[config.mk]
export PLATFORM = sky130hd
export DESIGN_NAME = agu_address_unit
export DESIGN_NICKNAME = d
export VERILOG_FILES = /design/src/core/agu_pkg.sv /design/src/core/agu_address_unit.sv
export SDC_FILE = /design/constraint.sdc
export NUM_CORES = 2
export LEC_CHECK = 0
export ABC_AREA = 1
export BUFFER_PORTS_ARGS = -buffer_cell sky130_fd_sc_hd__buf_2
export CORE_ASPECT_RATIO = 0.5
export CORE_UTILIZATION = 25
export DETAILED_ROUTE_END_ITERATION = 16
export PLACE_DENSITY = 0.39
export SLEW_MARGIN = 15
export SYNTH_ARGS = -nofsm -noshare
export SYNTH_HDL_FRONTEND = slang
export SYNTH_SLANG_ARGS = --single-unit
[constraint.sdc]
create_clock -name clk -period 5.6 [get_ports clk]
set_input_delay 1.12 -clock clk [delete_from_list [all_inputs] [get_ports clk]]
set_output_delay 1.12 -clock clk [all_outputs]
set_load 0.05 [all_outputs]
[src/core/agu_pkg.sv]
/*
   agu_pkg: constants, register indexes, field positions, reset values and
   types shared by the address generation block.
   assumes: a 16-bit data path and a 32-bit Avalon-MM slave port.
*/
`default_nettype none

package agu_pkg;

   // register indexes, byte address is four times the index
   localparam logic [13:0] IDX_MODE_CTL  = 14'h0046;
   localparam logic [13:0] IDX_X_START   = 14'h0048;
   localparam logic [13:0] IDX_X_END     = 14'h004a;
   localparam logic [13:0] IDX_Y_START   = 14'h004c;
   localparam logic [13:0] IDX_Y_END     = 14'h004e;
   localparam logic [13:0] IDX_HOLD_CNT  = 14'h0052;
   localparam logic [13:0] IDX_LAST_X_EA = 14'h0054;
   localparam logic [13:0] IDX_LAST_Y_EA = 14'h0056;
   localparam logic [13:0] IDX_REV_CTL   = 14'h0900;

   // mode control fields
   localparam int X_SEL_LSB   = 0;
   localparam int Y_SEL_LSB   = 4;
   localparam int REV_SEL_LSB = 8;
   localparam int Y_EN_BIT    = 14;
   localparam int X_EN_BIT    = 15;
   localparam logic [15:0] MODE_CTL_MASK = 16'hcfff;

   // reset values
   localparam logic [15:0] RST_MODE_CTL = 16'h0000;
   localparam logic [15:0] RST_START    = 16'h0000;
   localparam logic [15:0] RST_END      = 16'h0001;
   localparam logic [15:0] RST_HOLD_CNT = 16'h0000;
   localparam logic [15:0] RST_REV_CTL  = 16'h0000;

   // pointer numbers
   localparam logic [3:0] PTR_NONE = 4'hf;
   localparam logic [3:0] PTR_W8   = 4'h8;
   localparam logic [3:0] PTR_W9   = 4'h9;
   localparam logic [3:0] PTR_W10  = 4'ha;
   localparam logic [3:0] PTR_W11  = 4'hb;
   localparam logic [3:0] PTR_DEFAULT_WORKING_REGISTER = 4'h0;

   typedef enum logic [2:0] {
      MODE_DIRECT  = 3'b000,
      MODE_FILE    = 3'b001,
      MODE_IND     = 3'b010,
      MODE_POST    = 3'b011,
      MODE_PRE     = 3'b100,
      MODE_INDEXED = 3'b101,
      MODE_LITOFF  = 3'b110,
      MODE_LITERAL = 3'b111
   } agu_mode_type;

   typedef enum logic [1:0] {
      LIT_5  = 2'b00,
      LIT_8  = 2'b01,
      LIT_16 = 2'b10
   } agu_lit_type;

   typedef struct packed {
      logic [15:0] ea;
      logic [15:0] ptr;
      logic        wb;
      logic        mem;
   } agu_ea_type;

endpackage

`default_nettype wire

[src/core/agu_address_unit.sv]
/*
   agu_address_unit: X read, X write and Y address units with circular
   buffer correction, literal handling and the circular/hold registers.
   assumes: decoder and register file present pointer values and modes
   in the request cycle; results appear one clock later.
*/
`default_nettype none

module agu_address_unit
#(
   parameter int FILE_ADDR_W = 13,
   parameter int HOLD_W      = 14
)
(
   input  wire logic                  clk,
   input  wire logic                  rst_b,
   // register bus
   input  wire logic [15:0]           avsAddress,
   input  wire logic                  avsRead,
   input  wire logic                  avsWrite,
   input  wire logic [31:0]           avsWritedata,
   input  wire logic [3:0]            avsByteenable,
   output logic [31:0]                avsReaddata,
   output logic                       avsWaitrequest,
   // x read request
   input  wire logic                  xrReq,
   input  wire agu_pkg::agu_mode_type xrMode,
   input  wire logic                  xrMac,
   input  wire logic                  xrMovFull,
   input  wire logic [3:0]            xrPtrSel,
   input  wire logic [15:0]           xrPtr,
   input  wire logic [15:0]           xrMod,
   input  wire logic [15:0]           xrLit,
   input  wire agu_pkg::agu_lit_type  xrLitWidth,
   // x write request
   input  wire logic                  xwReq,
   input  wire agu_pkg::agu_mode_type xwMode,
   input  wire logic                  xwMovFull,
   input  wire logic [3:0]            xwPtrSel,
   input  wire logic [15:0]           xwPtr,
   input  wire logic [15:0]           xwMod,
   input  wire logic [15:0]           xwLit,
   // shared offset register value
   input  wire logic [15:0]           offsetValue,
   // y read request
   input  wire logic                  yReq,
   input  wire agu_pkg::agu_mode_type yMode,
   input  wire logic [3:0]            yPtrSel,
   input  wire logic [15:0]           yPtr,
   input  wire logic [15:0]           yMod,
   // branch and hold instructions
   input  wire logic                  branchReq,
   input  wire logic [15:0]           branchPc,
   input  wire logic [15:0]           branchLit,
   input  wire logic                  holdLoad,
   input  wire logic [HOLD_W-1:0]     holdLit,
   // results
   output logic                       xrValid,
   output logic [15:0]                xrAddr,
   output logic [15:0]                xrPtrNew,
   output logic                       xrPtrWrite,
   output logic                       xrLitValid,
   output logic [15:0]                xrOperand,
   output logic                       xrImplicitW0,
   output logic                       xwValid,
   output logic [15:0]                xwAddr,
   output logic [15:0]                xwPtrNew,
   output logic                       xwPtrWrite,
   output logic                       yValid,
   output logic [15:0]                yAddr,
   output logic [15:0]                yPtrNew,
   output logic                       yPtrWrite,
   output logic                       macError,
   output logic                       branchValid,
   output logic [15:0]                branchTarget,
   output logic                       holdActive
);
   import agu_pkg::*;

   if (FILE_ADDR_W < 1 || FILE_ADDR_W > 15)
   begin : g_bad_file_w
      $error("FILE_ADDR_W must lie between 1 and 15");
   end
   if (HOLD_W < 1 || HOLD_W > 16)
   begin : g_bad_hold_w
      $error("HOLD_W must lie between 1 and 16");
   end

   // bit above the address covers the full 64 Kbyte, 32K word span
   function automatic logic [15:0] wrapAddr(input logic [15:0] a,
                                            input logic        up,
                                            input logic        on,
                                            input logic [15:0] s,
                                            input logic [15:0] e);
      logic [16:0] len;
      logic        bidir;
      logic [15:0] r;
      len   = {1'b0, e} - {1'b0, s} + 17'h0_0001;
      bidir = ((len & (len - 17'h0_0001)) == 17'h0_0000);
      r     = a;
      if (on && (up || bidir) && a > e)
         r = a - len[15:0];
      else if (on && (!up || bidir) && a < s)
         r = a + len[15:0];
      return r;
   endfunction

   function automatic agu_ea_type unitEa(input agu_mode_type m,
                                         input logic [15:0]  ptr,
                                         input logic [15:0]  off,
                                         input logic [15:0]  md,
                                         input logic [15:0]  lit,
                                         input logic         full,
                                         input logic         on,
                                         input logic [15:0]  s,
                                         input logic [15:0]  e);
      agu_ea_type r;
      logic [15:0] step;
      r    = '{ea: 16'h0000, ptr: ptr, wb: 1'b0, mem: 1'b1};
      step = wrapAddr(16'(ptr + md), !md[15], on, s, e);
      case (m)
         MODE_FILE:
            r.ea = full ? lit : 16'(lit[FILE_ADDR_W-1:0]);
         MODE_IND:
            r.ea = ptr;
         MODE_POST:
         begin
            r.ea  = ptr;
            r.ptr = step;
            r.wb  = 1'b1;
         end
         MODE_PRE:
         begin
            r.ea  = step;
            r.ptr = step;
            r.wb  = 1'b1;
         end
         MODE_INDEXED:
            r.ea = wrapAddr(16'(ptr + off), !off[15], on, s, e);
         MODE_LITOFF:
            r.ea = wrapAddr(16'(ptr + lit), !lit[15], on, s, e);
         default:
            r.mem = 1'b0;
      endcase
      return r;
   endfunction

   // register file
   logic [15:0]       modeCtl;
   logic [15:0]       xStart;
   logic [15:0]       xEnd;
   logic [15:0]       yStart;
   logic [15:0]       yEnd;
   logic [HOLD_W-1:0] holdCount;
   logic [15:0]       revCtl;
   logic [15:0]       lastXEa;
   logic [15:0]       lastYEa;

   // bus decode
   wire logic [13:0] regIndex  = avsAddress[15:2];
   wire logic        busReq    = avsRead || avsWrite;
   wire logic        busCommit = avsWrite && !avsWaitrequest;
   wire logic [15:0] wdat      = avsWritedata[15:0];
   wire logic [15:0] beMask    = {{8{avsByteenable[1]}}, {8{avsByteenable[0]}}};
   wire logic        wrMode    = busCommit && regIndex == IDX_MODE_CTL;
   wire logic        wrXStart  = busCommit && regIndex == IDX_X_START;
   wire logic        wrXEnd    = busCommit && regIndex == IDX_X_END;
   wire logic        wrYStart  = busCommit && regIndex == IDX_Y_START;
   wire logic        wrYEnd    = busCommit && regIndex == IDX_Y_END;
   wire logic        wrHold    = busCommit && regIndex == IDX_HOLD_CNT;
   wire logic        wrRev     = busCommit && regIndex == IDX_REV_CTL;
   wire logic [15:0] holdWide  = 16'(holdCount);
   wire logic [15:0] readMux   =
      (regIndex == IDX_MODE_CTL)  ? modeCtl  :
      (regIndex == IDX_X_START)   ? xStart   :
      (regIndex == IDX_X_END)     ? xEnd     :
      (regIndex == IDX_Y_START)   ? yStart   :
      (regIndex == IDX_Y_END)     ? yEnd     :
      (regIndex == IDX_HOLD_CNT)  ? holdWide :
      (regIndex == IDX_LAST_X_EA) ? lastXEa  :
      (regIndex == IDX_LAST_Y_EA) ? lastYEa  :
      (regIndex == IDX_REV_CTL)   ? revCtl   : 16'h0000;

   function automatic logic [15:0] merge(input logic [15:0] old,
                                         input logic [15:0] nw,
                                         input logic [15:0] msk);
      return (old & ~msk) | (nw & msk);
   endfunction

   // circular enables
   wire logic [3:0] xSel  = modeCtl[X_SEL_LSB +: 4];
   wire logic [3:0] ySel  = modeCtl[Y_SEL_LSB +: 4];
   wire logic       xOn   = modeCtl[X_EN_BIT] && xSel != PTR_NONE;
   wire logic       yOn   = modeCtl[Y_EN_BIT] && ySel != PTR_NONE;
   wire logic       xrCirc = xOn && xrPtrSel == xSel;
   wire logic       xwCirc = xOn && xwPtrSel == xSel;
   wire logic       yCirc  = yOn && yPtrSel == ySel;

   // unit results; both x units see the same offset register
   wire agu_ea_type xrRes = unitEa(xrMode, xrPtr, offsetValue, xrMod, xrLit,
                                   xrMovFull, xrCirc, xStart, xEnd);
   wire agu_ea_type xwRes = unitEa(xwMode, xwPtr, offsetValue, xwMod, xwLit,
                                   xwMovFull, xwCirc, xStart, xEnd);
   wire agu_ea_type yRes  = unitEa(yMode, yPtr, offsetValue, yMod, 16'h0000,
                                   1'b0, yCirc, yStart, yEnd);

   // MAC checks
   wire logic [15:0] yModAbs = yMod[15] ? 16'(-yMod) : yMod;
   wire logic [15:0] xModAbs = xrMod[15] ? 16'(-xrMod) : xrMod;
   wire logic yModOk = yModAbs == 16'h0002 || yModAbs == 16'h0004 ||
                       yModAbs == 16'h0006;
   wire logic xModOk = xModAbs == 16'h0002 || xModAbs == 16'h0004 ||
                       xModAbs == 16'h0006;
   wire logic yPtrOk = yPtrSel == PTR_W10 || yPtrSel == PTR_W11;
   wire logic xPtrOk = xrPtrSel == PTR_W8 || xrPtrSel == PTR_W9;
   wire logic yOk = yPtrOk && (yMode == MODE_IND ||
                    (yMode == MODE_POST && yModOk) ||
                    (yMode == MODE_INDEXED && yPtrSel == PTR_W11));
   wire logic xMacOk = xPtrOk && (xrMode == MODE_IND ||
                       (xrMode == MODE_POST && xModOk) ||
                       (xrMode == MODE_INDEXED && xrPtrSel == PTR_W9));
   wire logic xrOk = !xrMac || xMacOk;
   wire logic next_macError = (yReq && !yOk) || (xrReq && !xrOk);

   // literal operand widths
   wire logic [15:0] litSized =
      (xrLitWidth == LIT_5) ? {11'h000, xrLit[4:0]} :
      (xrLitWidth == LIT_8) ? {8'h00, xrLit[7:0]}   : xrLit;

   // y is a word unit: address bit zero always clear
   wire logic [15:0] yEaWord  = {yRes.ea[15:1], 1'b0};
   wire logic [15:0] yPtrWord = {yRes.ptr[15:1], 1'b0};

   wire logic [15:0] holdMerged = merge(holdWide, wdat, beMask);

   wire logic [HOLD_W-1:0] next_holdCount =
      holdLoad ? holdLit :
      wrHold   ? holdMerged[HOLD_W-1:0] :
      (holdCount != '0) ? HOLD_W'(holdCount - 1'b1) : holdCount;

   // bus handshake: one wait cycle, then answer
   always_ff @(posedge clk or negedge rst_b)
   begin
      if (!rst_b)
      begin
         avsWaitrequest <= 1'b1;
         avsReaddata    <= 32'h0000_0000;
      end
      else
      begin
         avsWaitrequest <= !(busReq && avsWaitrequest);
         if (avsRead && avsWaitrequest)
            avsReaddata <= {16'h0000, readMux};
      end
   end

   always_ff @(posedge clk or negedge rst_b)
   begin
      if (!rst_b)
      begin
         modeCtl   <= RST_MODE_CTL;
         xStart    <= RST_START;
         xEnd      <= RST_END;
         yStart    <= RST_START;
         yEnd      <= RST_END;
         holdCount <= HOLD_W'(RST_HOLD_CNT);
         revCtl    <= RST_REV_CTL;
      end
      else
      begin
         if (wrMode)
            modeCtl <= merge(modeCtl, wdat, beMask) & MODE_CTL_MASK;
         if (wrXStart)
            xStart <= merge(xStart, wdat, beMask) & 16'hfffe;
         if (wrXEnd)
            xEnd <= merge(xEnd, wdat, beMask) | 16'h0001;
         if (wrYStart)
            yStart <= merge(yStart, wdat, beMask) & 16'hfffe;
         if (wrYEnd)
            yEnd <= merge(yEnd, wdat, beMask) | 16'h0001;
         if (wrRev)
            revCtl <= merge(revCtl, wdat, beMask);
         holdCount <= next_holdCount;
      end
   end

   // address unit results, one clock after the request
   always_ff @(posedge clk or negedge rst_b)
   begin
      if (!rst_b)
      begin
         xrValid      <= 1'b0;
         xrAddr       <= 16'h0000;
         xrPtrNew     <= 16'h0000;
         xrPtrWrite   <= 1'b0;
         xrLitValid   <= 1'b0;
         xrOperand    <= 16'h0000;
         xrImplicitW0 <= 1'b0;
         xwValid      <= 1'b0;
         xwAddr       <= 16'h0000;
         xwPtrNew     <= 16'h0000;
         xwPtrWrite   <= 1'b0;
         yValid       <= 1'b0;
         yAddr        <= 16'h0000;
         yPtrNew      <= 16'h0000;
         yPtrWrite    <= 1'b0;
         macError     <= 1'b0;
         branchValid  <= 1'b0;
         branchTarget <= 16'h0000;
         holdActive   <= 1'b0;
         lastXEa      <= 16'h0000;
         lastYEa      <= 16'h0000;
      end
      else
      begin
         xrValid      <= xrReq && xrOk && xrRes.mem;
         xrAddr       <= xrRes.ea;
         xrPtrNew     <= xrRes.ptr;
         xrPtrWrite   <= xrReq && xrOk && xrRes.wb;
         xrLitValid   <= xrReq && xrMode == MODE_LITERAL;
         xrOperand    <= litSized;
         xrImplicitW0 <= xrReq && xrMode == MODE_FILE;
         xwValid      <= xwReq && xwRes.mem;
         xwAddr       <= xwRes.ea;
         xwPtrNew     <= xwRes.ptr;
         xwPtrWrite   <= xwReq && xwRes.wb;
         yValid       <= yReq && yOk;
         yAddr        <= yEaWord;
         yPtrNew      <= yPtrWord;
         yPtrWrite    <= yReq && yOk && yRes.wb;
         macError     <= next_macError;
         branchValid  <= branchReq;
         branchTarget <= 16'(branchPc + branchLit);
         holdActive   <= next_holdCount != '0;
         if (xrReq && xrOk && xrRes.mem)
            lastXEa <= xrRes.ea;
         if (yReq && yOk)
            lastYEa <= yEaWord;
      end
   end

   wire logic [15:0] xrStep = 16'(xrPtr + xrMod);
endmodule // agu_address_unit

`default_nettype wire

==> results by group <==
Run status
  – Status: complete, no violations

Die
  – Chip height: between 200 and 300 µm
  – Core Box Area: between 150000 and 200000 µm²
  – Full die area: between 150000 and 200000 µm²
  – I/O Pins: 449
  – FP Rows: between 100 and 150
  – Die width: just under 600 µm
  – Starting Density: between 20 and 30%

Critical path
  – Crit-path cells: inv_1 > ha_1 > buf_4 > inv_1 > nand3_1 > nand2_2 > nand2_1 > nand2_1 > ha_1 > inv_1 > a21oi_1 > o31ai_1 > nand2_1 > nand3_1 > a21oi_1 > o21ai_0 > buf_4 > xor2_1 > inv_1 > nand2_1 > nand3_1 > nand3_1 > nand3_2 > buf_4
  – Critical path type: reg2reg
  – Reg2reg end: xrAddr[13]
  – Worst reg2reg setup slack: between 0.2 and 0.3 ns
  – Crit path buf inv count: 7
  – Critical Path End: xrAddr[13]
  – Crit-path max FO: 7
  – Worst Path Arrival: about 5.8 ns
  – Top delay family on crit path: simple AND/OR/NAND/NOR gates
  – CP Capture Type: flop
  – Critical path's slowest cell: nand2_1
  – WP data required: a little over 6 ns
  – CP Depth: 24
  – Reg2Reg Depth: 24
  – Startpoint types: flop
  – Max incr delay on CP: about 0.64 ns

Routing
  – Wire per inst: 22.9 µm
  – Final ANT Viol Nets: 0
  – Drt first pass iters: 6
  – Total Wirelength: approximately 220000 µm
  – Vias per inst: 4.93
  – Total number of vias: 47100
  – Drt drc: 0
  – DRT iter0 DRCs: between 3000 and 4000

Timing
  – RSZ-0062 raised after global routing: no
  – Worst clock skew: around 0.032 ns
  – Final period utilization: approximately 95%
  – Worst-margin pin slew: 1.19 ns
  – Worst slew margin: approximately a fifth
  – Clock period minus final worst setup slack: 5.35 ns
  – Slew Viols, Final: 0
  – Achievable Freq: about 190 MHz
  – Final setup violation count: 0
  – Final hold violations: 0

Yosys
  – Largest family of logic cells by synthesized area: simple AND/OR/NAND/NOR gates
  – Syn Inst Count: roughly 6300
  – XOR/XNOR Fraction of Synth Area: approximately 6.9%
  – Adder-Cell Fraction of Synth Area: around 22%
  – Post-synth EDFFs: 0
  – FFs w/ async S/R, synth: 100%
  – Synth Area in Compound Gates: a little under a fifth
  – Post-Syn Area: about 43000 µm²
  – Largest cells by area after synthesis: ha_1 21%, dfrtp_1 17%, nand2_1 12%
  – Synth Area in Simple Gates: 26.2%
  – Synth area leader: ha_1
  – Mux share of post-synthesis cell area: 0%
  – Ys flop type: dfrtp_1
  – Synth cell types: 62
  – Ys Warns: 0
  – Yosys top cell area share: around a fifth
  – Post-synthesis sequential area ratio: between 10% and 20%
  – Syn avg cell area: 6.76 µm²
  – Post-synthesis register bit count: between 200 and 300

Clocking
  – # Post-CTS Setup Buffers: 0
  – Reg clk slew, reported paths: 0.07 ns
  – # H-tree levels: 2
  – Inserted Clock Buffers: 35
  – Worst-skew pair later-pin latency: between 0.5 and 0.6 ns
  – CTS Buffer Depth: 3
  – Clk root buf: clkbuf_16
  – Total clock sinks: between 200 and 300
  – CTS tree: built

Power and ir drop
  – Pwr Density: about 220 nW/µm²
  – Max VDD drop: between 0.15 and 0.2 mV
  – Leakage dissipation: roughly 28 nW

Global routing
  – Initial antenna violation count: 11
  – First-pass GRT wire length: approximately 310000 µm
  – Largest net degree at the start of global routing: ~120
  – Global route overflow: 0
  – Vias in the first global route: around 45000
  – GRT Total Usage: 24.8%

Layout
  – Synth-to-layout area growth: 24.6%
  – Final net count: roughly 8300
  – Fillers: ~19000
  – Final cell count without fillers: ~9600
  – Fin area: 53100 µm²
  – Final Core Density: a little under a third
  – Share of layout cells above drive strength 1: between 10% and 20%

Place
  – Placed insts: 9493
  – Detailed Place HPWL: 181000 µm
  – I/O Buffers: 410
  – GP Congestion: around 0.93
  – DP Area: 52000 µm²

Worst hold path
  – Worst Hold Class: reg2reg

Run
  – Max cap viols: 0
## how the worst min path moves through the flow
stage                        start              to  slack [ns]  depth (start not counted)
floorplan              lastXEa[13]     lastXEa[13]        0.45                          2
global placement    avsReaddata[5]  avsReaddata[5]        0.46                          2
detailed placement  avsReaddata[5]  avsReaddata[5]        0.46                          2
CTS                 avsReaddata[5]  avsReaddata[5]        0.48                          2
global route                  flop            flop        0.50                          2
finish              avsReaddata[5]  avsReaddata[5]        0.48                          2
## worst register-to-register path: cells and delay by family (launching register included)
kind | cells | cell delay (ns)
xor+xnor | 1 | 0.16
buf+inv | 7 | 1.29
flops | 1 | 0.38
fa+ha+maj | 2 | 0.76
compound gates | 4 | 0.75
simple gates | 10 | 1.92
## area by class of cell
cell class | count | area, µm² | share of cell area, %
clock buffers | 49 | 1010 | 1.90
multi-input cells | 5073 | 31700 | 59.7
clock inverters | 13 | 131 | 0.247
well taps | 2268 | 2840 | 5.34
inverters | 789 | 2970 | 5.58
diodes | 4 | 10.0 | 0.0188
flip-flops and latches | 289 | 7230 | 13.6
repair buffers | 1074 | 7220 | 13.6
## where the power goes
group          internal (mW)  switching (mW)  leakage (nW)
Sequential              2.26          0.0784          3.74
Clock                   1.32            1.07         0.553
Combinational           2.52            4.30          23.3
Total                   6.10            5.44          27.6
## cell usage after synthesis, types with 31 or more instances
cell / n
clkbuf_1: 119
xor2_1: 290
inv_1: 770
nor2_1: 367
o211ai_1: 44
xnor2_1: 48
ha_1: 727
nand3b_1: 39
o31ai_1: 39
o221ai_1: 37
dfrtp_1: 288
o21bai_1: 39
nand2_1: 1403
nor3_1: 75
a21oi_1: 627
nor4_1: 31
o21ai_0: 417
nand3_1: 483
nand4_1: 108
## metal layers
metal,global-route usage [%],wire (µm)
met5,0,7
met4,6.45,6230
met3,2.44,10900
met2,40.0,97900
met1,35.0,104000
## cells in the final DEF, fill, tap and decap left out, types with 10 or more instances in the layout
cell       Yosys  final
nand3_1      483    482
nand3_2       11     12
o21ai_0      417    416
buf_2         16    409
buf_4         29    650
fa_1          20     20
nand2_1     1403   1401
a22o_1        11     11
o21ai_1       16     17
a21oi_1      627    626
o21a_1        12     12
xor2_1       290    290
xnor2_1       48     48
o21bai_1      39     39
a21o_1        19     19
inv_2         11     10
dfrtp_1      288    288
o31ai_1       39     39
a31oi_1       22     22
a211oi_1      26     26
a221oi_1      15     15
o2111ai_1     18     18
o221ai_1      37     37
nand2_2       20     22
nor3_1        75     69
ha_1         727    727
o211ai_1      44     44
buf_12         0     14
nor2_1       367    367
nand3b_1      39     39
nor4_1        31     26
nand4_1      108    108
inv_1        770    770
clkbuf_16      0     35
conb_1         1     18
## logic make-up (layout without fill, tap and decap cells)
group	Yosys count	in the layout
buffers and inverters	965	1925
DFF	289	289
and+or+nand+nor	2579	2579
other	1	22
xor gates and xnor gates	338	338
adders and majority gates	747	747
AOI/OAI and AO/OA	1391	1391
## repair_timing
item,4_1_cts,5_1_grt
hold buffers,0,0
resized for setup,0,8
endpoints found under the setup margin,0,21
## per-stage QoR
stage               hold WS [ns]  setup TNS (ns)  total power [mW]  setup WS [ns]
detailed placement         0.460           -4.70              9.10         -0.283
floorplan                  0.449               0              6.38          0.792
finish                     0.475               0              11.5          0.255
CTS                        0.477               0              11.6          0.308
global route               0.503               0              12.4        0.00887
global placement           0.461           -5.48              9.15         -0.248
Note: power is estimated with default switching activity, not from simulation.
